`config.mk`:
```
export PLATFORM = sky130hd
export DESIGN_NAME = ddcb_bank
export DESIGN_NICKNAME = d
export VERILOG_FILES = /design/src/ddcb_pkg.sv /design/src/ddcb_bank.sv /design/src/ddcb_field_reg.sv
export VERILOG_INCLUDE_DIRS = /design/src
export SDC_FILE = /design/constraint.sdc
export NUM_CORES = 1
export LEC_CHECK = 0
export ABC_AREA = 1
export BUFFER_PORTS_ARGS = -buffer_cell sky130_fd_sc_hd__buf_2
export CAP_MARGIN = 25
export CELL_PAD_IN_SITES_DETAIL_PLACEMENT = 1
export CELL_PAD_IN_SITES_GLOBAL_PLACEMENT = 2
export CORE_ASPECT_RATIO = 1.1
export CORE_MARGIN = 1.5
export CORE_UTILIZATION = 29
export DETAILED_ROUTE_END_ITERATION = 7
export HOLD_SLACK_MARGIN = 0.1
export MAX_ROUTING_LAYER = met4
export PLACE_DENSITY_LB_ADDON = 0.1
export SETUP_SLACK_MARGIN = 0.15
export SLEW_MARGIN = 20
export SYNTH_ARGS = -nofsm -noshare
export SYNTH_HDL_FRONTEND = slang
export SYNTH_HIERARCHICAL = 1
export SYNTH_SLANG_ARGS = --single-unit
```
`constraint.sdc`:
```
create_clock -name clk_sys_i -period 2.15 [get_ports clk_sys_i]
set_input_delay 0.215 -clock clk_sys_i [delete_from_list [all_inputs] [get_ports clk_sys_i]]
set_output_delay 0.215 -clock clk_sys_i [all_outputs]
set_load 0.03 [all_outputs]
```
`src/ddcb_cfg.svh`:
```
// Purpose: Addresses, reset values and field positions of the preset and binding bank
// Assumes: Register index times four is the Avalon byte address
// Notes: Definitions only
`ifndef DDCB_CFG_SVH
`define DDCB_CFG_SVH

`define DDCB_IDX_MODE 10'h214
`define DDCB_IDX_PRESET_SELECT 10'h215
`define DDCB_IDX_CHANNEL_BINDING 10'h216
`define DDCB_IDX_REF_DIVISOR 10'h217
`define DDCB_IDX_CTRL 10'h2f0
`define DDCB_IDX_STATUS 10'h2f1

`define DDCB_RST_MODE 8'h00
`define DDCB_RST_PRESET_SELECT 8'h00
`define DDCB_RST_CHANNEL_BINDING 8'h02
`define DDCB_RST_REF_DIVISOR 16'h0000
`define DDCB_RST_CTRL 8'h00

`define DDCB_MODE_MSB 1
`define DDCB_MODE_LSB 0
`define DDCB_SEL_A_MSB 1
`define DDCB_SEL_A_LSB 0
`define DDCB_SEL_B_MSB 3
`define DDCB_SEL_B_LSB 2
`define DDCB_BIND_A_BIT 0
`define DDCB_BIND_B_BIT 1
`define DDCB_CTRL_SINGLE_BIT 0
`define DDCB_CTRL_PD_A_BIT 1
`define DDCB_CTRL_PD_B_BIT 2

`define DDCB_ADDR_W 12
`define DDCB_IDX_W 10
`define DDCB_REF_DIV_OFF 16'h0000

`endif

```
`src/ddcb_pkg.sv`:
```
// Purpose: Types shared by the preset and binding bank
// Assumes: Used with ddcb_cfg.svh
// Notes: None
package ddcb_pkg;

   typedef enum logic [1:0] {
      DDCB_ST_IDLE = 2'b01,
      DDCB_ST_ACK = 2'b10
   } ddcb_state_e;

   typedef enum logic [1:0] {
      DDCB_MODE_REGISTER = 2'b00,
      DDCB_MODE_PINS_EACH = 2'b01,
      DDCB_MODE_PINS_A = 2'b10,
      DDCB_MODE_RESERVED = 2'b11
   } ddcb_mode_e;

   typedef logic [1:0] ddcb_preset_t;

endpackage

```
`src/ddcb_bank.sv`:
```
// Purpose: Down-converter preset select, channel binding and reference divisor bank
// Assumes: Avalon-MM slave with byte address; inputs synchronous to clk_sys_i
// Notes: Answers every access one cycle after it is presented
//
// Local design decision: the Avalon-MM slave port.
`timescale 1ns/1ps
`include "ddcb_cfg.svh"

module ddcb_bank import ddcb_pkg::*; #(
   parameter int DW = 12
) (
   input wire logic clk_sys_i,
   input wire logic srst_i,
   input wire logic [`DDCB_ADDR_W-1:0] avs_address_i,
   input wire logic avs_read_i,
   input wire logic avs_write_i,
   input wire logic [3:0] avs_byteenable_i,
   input wire logic [31:0] avs_writedata_i,
   output logic [31:0] avs_readdata_o,
   output logic avs_waitrequest_o,
   input wire logic [1:0] preset_pins_a_i,
   input wire logic [1:0] preset_pins_b_i,
   input wire logic [DW-1:0] conv_a_data_i,
   input wire logic [DW-1:0] conv_b_data_i,
   output logic [1:0] active_preset_a_o,
   output logic [1:0] active_preset_b_o,
   output logic [15:0] ref_divisor_o,
   output logic ref_divisor_en_o,
   output logic dig_chan_a_pd_o,
   output logic dig_chan_b_pd_o,
   output logic [DW-1:0] dig_chan_a_data_o,
   output logic [DW-1:0] dig_chan_b_data_o
);

   ddcb_state_e state;
   ddcb_state_e next_state;
   logic [7:0] mode_q;
   logic [7:0] preset_select;
   logic [7:0] channel_binding;
   logic [15:0] ref_divisor;
   logic [7:0] ctrl_q;

   // Address decode
   function automatic logic hit(input logic [`DDCB_ADDR_W-1:0] a, input logic [`DDCB_IDX_W-1:0] i);
      hit = (a[`DDCB_ADDR_W-1:2] == i);
   endfunction

   // Preset choice for one down-converter
   function automatic ddcb_preset_t pick(input ddcb_mode_e m, input ddcb_preset_t by_reg,
                                         input ddcb_preset_t by_pin, input ddcb_preset_t pin_a);
      case (m)
         DDCB_MODE_PINS_EACH: pick = by_pin;
         DDCB_MODE_PINS_A: pick = pin_a;
         default: pick = by_reg;
      endcase
   endfunction

   wire req = avs_read_i | avs_write_i;
   wire wr_take = avs_write_i && (state == DDCB_ST_ACK);
   wire hit_mode = hit(avs_address_i, `DDCB_IDX_MODE);
   wire hit_sel = hit(avs_address_i, `DDCB_IDX_PRESET_SELECT);
   wire hit_bind = hit(avs_address_i, `DDCB_IDX_CHANNEL_BINDING);
   wire hit_div = hit(avs_address_i, `DDCB_IDX_REF_DIVISOR);
   wire hit_ctrl = hit(avs_address_i, `DDCB_IDX_CTRL);
   wire hit_stat = hit(avs_address_i, `DDCB_IDX_STATUS);

   wire single_mode = ctrl_q[`DDCB_CTRL_SINGLE_BIT];
   wire conv_a_pd = ctrl_q[`DDCB_CTRL_PD_A_BIT];
   wire conv_b_pd = ctrl_q[`DDCB_CTRL_PD_B_BIT];
   wire bind_a = channel_binding[`DDCB_BIND_A_BIT];
   wire bind_b = channel_binding[`DDCB_BIND_B_BIT];
   wire ddcb_mode_e src_mode = ddcb_mode_e'(mode_q[`DDCB_MODE_MSB:`DDCB_MODE_LSB]);
   wire ddcb_preset_t sel_a = preset_select[`DDCB_SEL_A_MSB:`DDCB_SEL_A_LSB];
   wire ddcb_preset_t sel_b = preset_select[`DDCB_SEL_B_MSB:`DDCB_SEL_B_LSB];

   // Preset selection per source mode; single channel follows the A path
   wire ddcb_preset_t next_preset_a = pick(src_mode, sel_a, preset_pins_a_i,
                                          preset_pins_a_i);
   wire ddcb_preset_t pick_b = pick(src_mode, sel_b, preset_pins_b_i, preset_pins_a_i);
   wire ddcb_preset_t next_preset_b = single_mode ? next_preset_a : pick_b;

   // A digital channel follows the power state of the converter it is bound to
   wire next_pd_a = bind_a ? conv_b_pd : conv_a_pd;
   wire next_pd_b = bind_b ? conv_b_pd : conv_a_pd;
   wire [DW-1:0] next_data_a = bind_a ? conv_b_data_i : conv_a_data_i;
   wire [DW-1:0] next_data_b = bind_b ? conv_b_data_i : conv_a_data_i;

   wire [31:0] status_word = {26'h0, next_pd_b, next_pd_a, active_preset_b_o, active_preset_a_o};
   wire [31:0] next_rdata = hit_mode ? {24'h0, mode_q} :
                            hit_sel ? {24'h0, preset_select} :
                            hit_bind ? {24'h0, channel_binding} :
                            hit_div ? {16'h0, ref_divisor} :
                            hit_ctrl ? {24'h0, ctrl_q} :
                            hit_stat ? status_word : 32'h0;

   ddcb_field_reg #(.W(8), .RST(`DDCB_RST_MODE)) u_mode (
      .clk_sys_i(clk_sys_i),
      .srst_i(srst_i),
      .we_i(wr_take && hit_mode),
      .be_i(avs_byteenable_i[0]),
      .wdata_i(avs_writedata_i[7:0]),
      .q_o(mode_q)
   );

   ddcb_field_reg #(.W(8), .RST(`DDCB_RST_PRESET_SELECT)) u_sel (
      .clk_sys_i(clk_sys_i),
      .srst_i(srst_i),
      .we_i(wr_take && hit_sel),
      .be_i(avs_byteenable_i[0]),
      .wdata_i(avs_writedata_i[7:0]),
      .q_o(preset_select)
   );

   ddcb_field_reg #(.W(8), .RST(`DDCB_RST_CHANNEL_BINDING)) u_bind (
      .clk_sys_i(clk_sys_i),
      .srst_i(srst_i),
      .we_i(wr_take && hit_bind),
      .be_i(avs_byteenable_i[0]),
      .wdata_i(avs_writedata_i[7:0]),
      .q_o(channel_binding)
   );

   ddcb_field_reg #(.W(16), .RST(`DDCB_RST_REF_DIVISOR)) u_div (
      .clk_sys_i(clk_sys_i),
      .srst_i(srst_i),
      .we_i(wr_take && hit_div),
      .be_i(avs_byteenable_i[1:0]),
      .wdata_i(avs_writedata_i[15:0]),
      .q_o(ref_divisor)
   );

   ddcb_field_reg #(.W(8), .RST(`DDCB_RST_CTRL)) u_ctrl (
      .clk_sys_i(clk_sys_i),
      .srst_i(srst_i),
      .we_i(wr_take && hit_ctrl),
      .be_i(avs_byteenable_i[0]),
      .wdata_i(avs_writedata_i[7:0]),
      .q_o(ctrl_q)
   );

   // One wait cycle, then the answer for one cycle
   always_comb begin
      case (state)
         DDCB_ST_IDLE: next_state = req ? DDCB_ST_ACK : DDCB_ST_IDLE;
         DDCB_ST_ACK: next_state = DDCB_ST_IDLE;
         default: next_state = DDCB_ST_IDLE;
      endcase
   end

   assign avs_waitrequest_o = req && (state != DDCB_ST_ACK);

   always_ff @(posedge clk_sys_i) begin
      if (srst_i) begin
         state <= DDCB_ST_IDLE;
      end else begin
         state <= next_state;
      end
   end

   always_ff @(posedge clk_sys_i) begin
      if (srst_i) begin
         avs_readdata_o <= 32'h0;
      end else if (avs_read_i && state == DDCB_ST_IDLE) begin
         avs_readdata_o <= next_rdata;
      end
   end

   // One divisor for all presets; zero turns it off
   always_ff @(posedge clk_sys_i) begin
      if (srst_i) begin
         ref_divisor_o <= `DDCB_RST_REF_DIVISOR;
         ref_divisor_en_o <= 1'b0;
      end else begin
         ref_divisor_o <= ref_divisor;
         ref_divisor_en_o <= (ref_divisor != `DDCB_REF_DIV_OFF);
      end
   end

   always_ff @(posedge clk_sys_i) begin
      if (srst_i) begin
         active_preset_a_o <= 2'h0;
         active_preset_b_o <= 2'h0;
         dig_chan_a_pd_o <= 1'b0;
         dig_chan_b_pd_o <= 1'b0;
      end else begin
         active_preset_a_o <= next_preset_a;
         active_preset_b_o <= next_preset_b;
         dig_chan_a_pd_o <= next_pd_a;
         dig_chan_b_pd_o <= next_pd_b;
      end
   end

   // Powered-down channels output zero
   always_ff @(posedge clk_sys_i) begin
      if (srst_i) begin
         dig_chan_a_data_o <= '0;
         dig_chan_b_data_o <= '0;
      end else begin
         dig_chan_a_data_o <= next_pd_a ? '0 : next_data_a;
         dig_chan_b_data_o <= next_pd_b ? '0 : next_data_b;
      end
   end
endmodule

```
`src/ddcb_field_reg.sv`:
```
// Purpose: One software register with per-byte write enables
// Assumes: Write strobe already qualified by the bus handshake
// Notes: Width is a whole number of bytes
`timescale 1ns/1ps
`include "ddcb_cfg.svh"

module ddcb_field_reg import ddcb_pkg::*; #(
   parameter int W = 8,
   parameter logic [W-1:0] RST = '0
) (
   input wire logic clk_sys_i,
   input wire logic srst_i,
   input wire logic we_i,
   input wire logic [W/8-1:0] be_i,
   input wire logic [W-1:0] wdata_i,
   output logic [W-1:0] q_o
);

   genvar g;
   generate
      for (g = 0; g < W/8; g++) begin : g_lane
         always_ff @(posedge clk_sys_i) begin
            if (srst_i) begin
               q_o[g*8 +: 8] <= RST[g*8 +: 8];
            end else if (we_i && be_i[g]) begin
               q_o[g*8 +: 8] <= wdata_i[g*8 +: 8];
            end
         end
      end
   endgenerate

endmodule

```
==> key figures <==
Clock tree
  – CTS H-tree lvls: 4
  – Resized cells post-CTS: 0
  – Total number of clock tree sinks: 113
  – Source-to-sink clock delay at the later pin of the worst-skew pair: about 420 ps
  – Clock tree root buffer cell: clkbuf_16
  – Clock tree from TritonCTS: done
  – CTS Buffer Depth: 2
  – Clock transition time at the flip-flop clock pins of the worst setup and hold paths: 60 ps
  – Number of clock buffers inserted by TritonCTS: 17

Timing
  – Final hold vios: 0
  – RSZ-0062 raised after global routing: no
  – Summed negative setup slack over all endpoints: 0 ps
  – Final setup fails: 0
  – Highest Clock Rate: roughly 0.58 GHz
  – Final cycle utilization of the critical path: 0.809
  – Worst clock skew on the final layout: between 5 and 6 ps
  – Worst slew pin tran: 564 ps
  – Number of max-slew violations in the final report: 0
  – Final critical delay including setup and external delays: about 1700 ps
  – Worst slew slack as a fraction of its limit: 0.622

Floorplanning
  – Horiz. Die Dim: 129 um
  – FP Rows: 50
  – Die area: 0.0182 mm2
  – Starting Density: 0.297
  – Core ar.: between 0.015 and 0.02 mm2
  – # IOs: between 150 and 200
  – Die Y: approximately 140 um

GRT
  – Wire length of the first global-routing pass: approximately 28000 um
  – Total track usage: 0.211
  – Number of antenna violations at the first check in global routing: 0
  – Maximum number of pins on one net before global-route repair: 30
  – Number of global-route vias before repair: 5200
  – Sum of overflow across all layers after global routing: 0

Placement
  – GPL Wtd Cong: 0.825
  – Estimated wirelength of the detail-placed design: around 13000 um
  – IO Port Bufs: 123
  – Number of placed instances with taps included: between 1000 and 1500
  – Placed standard-cell area: approximately 0.0058 mm2

Logic synthesis
  – Post-synthesis cell type count: 36
  – Seq/Total Area, Yosys: 0.448
  – Fraction of synthesis flops using an asynchronous set or reset pin: 0
  – Netlist area before placement: around 0.005 mm2
  – Number of flops mapped to enable cells by yosys: 0
  – Top FF cell, synth: dfxtp_1
  – Warnings from Yosys: 6
  – Synthesis-stage register bit count: between 100 and 150
  – Post-synthesis area per instance: between 6 and 7 um2
  – Count of mapped cells out of synthesis: between 700 and 800

Critical path
  – Reg-to-reg critical path endpoint: active_preset_b_o[1]
  – End point of the critical path: active_preset_b_o[1]
  – Kind of start point of the critical path: register
  – Critical register-to-register path startpoint: u_mode/q_o[0]
  – Reg-to-reg setup timing slack: just over 400 ps
  – Req. time, crit path: between 2000 and 3000 ps
  – Endpoint kind of the worst setup timing path: register
  – Maximum fanout along the worst path: 6
  – Critical path origin: u_mode/q_o[0]
  – Arrival @ worst endpoint: about 2100 ps
  – Cell depth of the worst flop-to-flop path: 6
  – Worst setup path class: register to register

Hold path
  – Depth of the worst hold-timing path: 3
  – Path class of the lowest-slack min-delay path: input pin to register

Layout
  – N_diodes: 0
  – Relative area change from synthesis to final layout: 34.2%
  – Finished layout cell area: ~0.0068 mm2
  – FILL cells: 2207
  – Fin nets: 966
  – Number of non-filler instances in the completed layout: 1131
  – Fraction of final layout cells sized beyond drive strength 1: 0.227

Power
  – Areal power density over the cells: between 800 and 900 mW/mm2
  – Fraction of power consumed by sequential logic: 0.380
  – Clock network fraction of total power: 0.540
  – Maximum ir drop on the vdd rail: 0.530 mV
  – Switching power of the nets: between 1000 and 1500 uW
  – Leakage dissipation: roughly 0.0035 uW
  – Combinational Power Share: 0.080
  – Sw Share: 0.242
  – Internal Pwr Total: around 4300 uW

Routing
  – First drt pass iteration count: 4
  – Mean routed wirelength per cell: between 15 and 20 um
  – Drt first-iter violations: between 200 and 250
  – Number of vias after detailed routing: roughly 5000
  – Post-detailed-route DRC marker count: 0
  – Total wire length after detailed routing: 17900 um
  – Antenna-violating nets left: 0
  – Detailed-route vias per instance: ~4.4

Run status
  – Result of the run: completed

Flow run
  – Number of max-cap violations: 0
==> synth_stat cells (all sizes together) (3+ instances only) <==
cell type  count  share of area
a21oi         35          0.035
buf           23          0.039
clkbuf        14          0.012
dfxtp        113           0.45
inv          109          0.081
nand2        214           0.17
nand3         24          0.027
nand4          5         0.0062
nor2         142           0.11
nor4           4         0.0050
o2111ai        3         0.0052
o21a           4         0.0059
o21ai         14          0.014
o31ai          4          0.017
==> layout by cell type (no fill, tap or decap), types with 8 or more instances in the layout <==
cell type,instances
nand2_1,196
nor2_1,137
buf_2,123
dfxtp_1,113
inv_1,100
a21oi_1,35
dlygate4sd3_1,32
nand3_1,22
nand2_2,17
clkbuf_16,17
conb_1,16
o21ai_1,9
buf_4,9
inv_2,8
==> power groups by stage <==
stage / registers, uW / logic, uW / clock network, uW
after floorplan: 2250 / 179 / 0
after global placement: 2190 / 395 / 0
after detailed placement: 2190 / 403 / 0
after CTS: 2140 / 450 / 3120
after global routing: 2150 / 484 / 3200
final: 2140 / 448 / 3040
==> how the worst min path moves through the flow <==
| stage | end | startpoint | slack, ps |
|---|---|---|---|
| 4_1_cts | state[1] | avs_read_i | 100 |
| 6_report | state[1] | avs_read_i | 110 |
| 2_1_floorplan | u_bind/q_o[0] | avs_writedata_i[0] | 350 |
| 3_5_place_dp | u_div/q_o[12] | avs_writedata_i[12] | 450 |
| 5_1_grt | active_preset_a_o[0] | preset_pins_a_i[0] | 120 |
| 3_3_place_gp | u_div/q_o[12] | avs_writedata_i[12] | 440 |
==> routing by layer <==
| metal | vias up | GRT usage | share of wire |
|---|---|---|---|
| li1 | 2487 | - | - |
| met1 | 2315 | 0.240 | 0.43 |
| met2 | 139 | 0.363 | 0.50 |
| met3 | 29 | 0.0370 | 0.052 |
| met4 | 0 | 0.0881 | 0.023 |
| met5 | - | - | 0 |
==> logic make-up after synthesis <==
logic type               count (synthesis)  synth area share
AND/OR/NAND/NOR                        392             0.323
buffers and inverters                  147             0.135
flip-flops                             113             0.448
AO/OA/AOI/OAI                           68            0.0891
adder cells (fa/ha/maj)                  2           0.00495
other                                    1          0.000742
==> through the flow <==
| step | hold WS (ps) | power (uW) | setup WS [ps] | util |
|---|---|---|---|---|
| 2_1_floorplan | 350 | 2430 | 713 | - |
| 6_report | 115 | 5630 | 411 | 0.399 |
| 5_1_grt | 124 | 5830 | 275 | 0.399 |
| 3_3_place_gp | 436 | 2580 | 326 | 0.342 |
| 4_1_cts | 105 | 5710 | 373 | 0.399 |
| 3_5_place_dp | 447 | 2590 | 272 | 0.342 |
==> cell type report <==
cell class,count,area [um2],area share
clock buffer,19,453,0.0668
inverter,110,420,0.0620
timing repair buffer,164,1000,0.148
multi-input combinational,478,2170,0.319
sequential,113,2260,0.334
tap,234,293,0.0432
clock inverter,13,184,0.0271
==> state kept, by name, indices dropped and copies added, names as in the netlist <==
register / cells
active_preset_a_o: 2
active_preset_b_o: 2
avs_readdata_o: 16
dig_chan_a_data_o: 12
dig_chan_a_pd_o: 1
dig_chan_b_data_o: 12
dig_chan_b_pd_o: 1
ref_divisor_en_o: 1
ref_divisor_o: 16
state: 2
u_bind/q_o: 8
u_ctrl/q_o: 8
u_div/q_o: 16
u_mode/q_o: 8
u_sel/q_o: 8
==> worst max-delay path, cell delays in order, from the launching register on <==
cell and delay (ps):
dfxtp_1 350, inv_1 80, ha_1 340, inv_1 160, nor2_1 70, a211oi_1 460
a32o_1 200
==> repair_timing <==
item	4_1_cts	5_1_grt
endpoints found under the hold margin	32	0
hold buffers	32	0
setup buffers	0	0
Power figures use the tool's default switching activity.
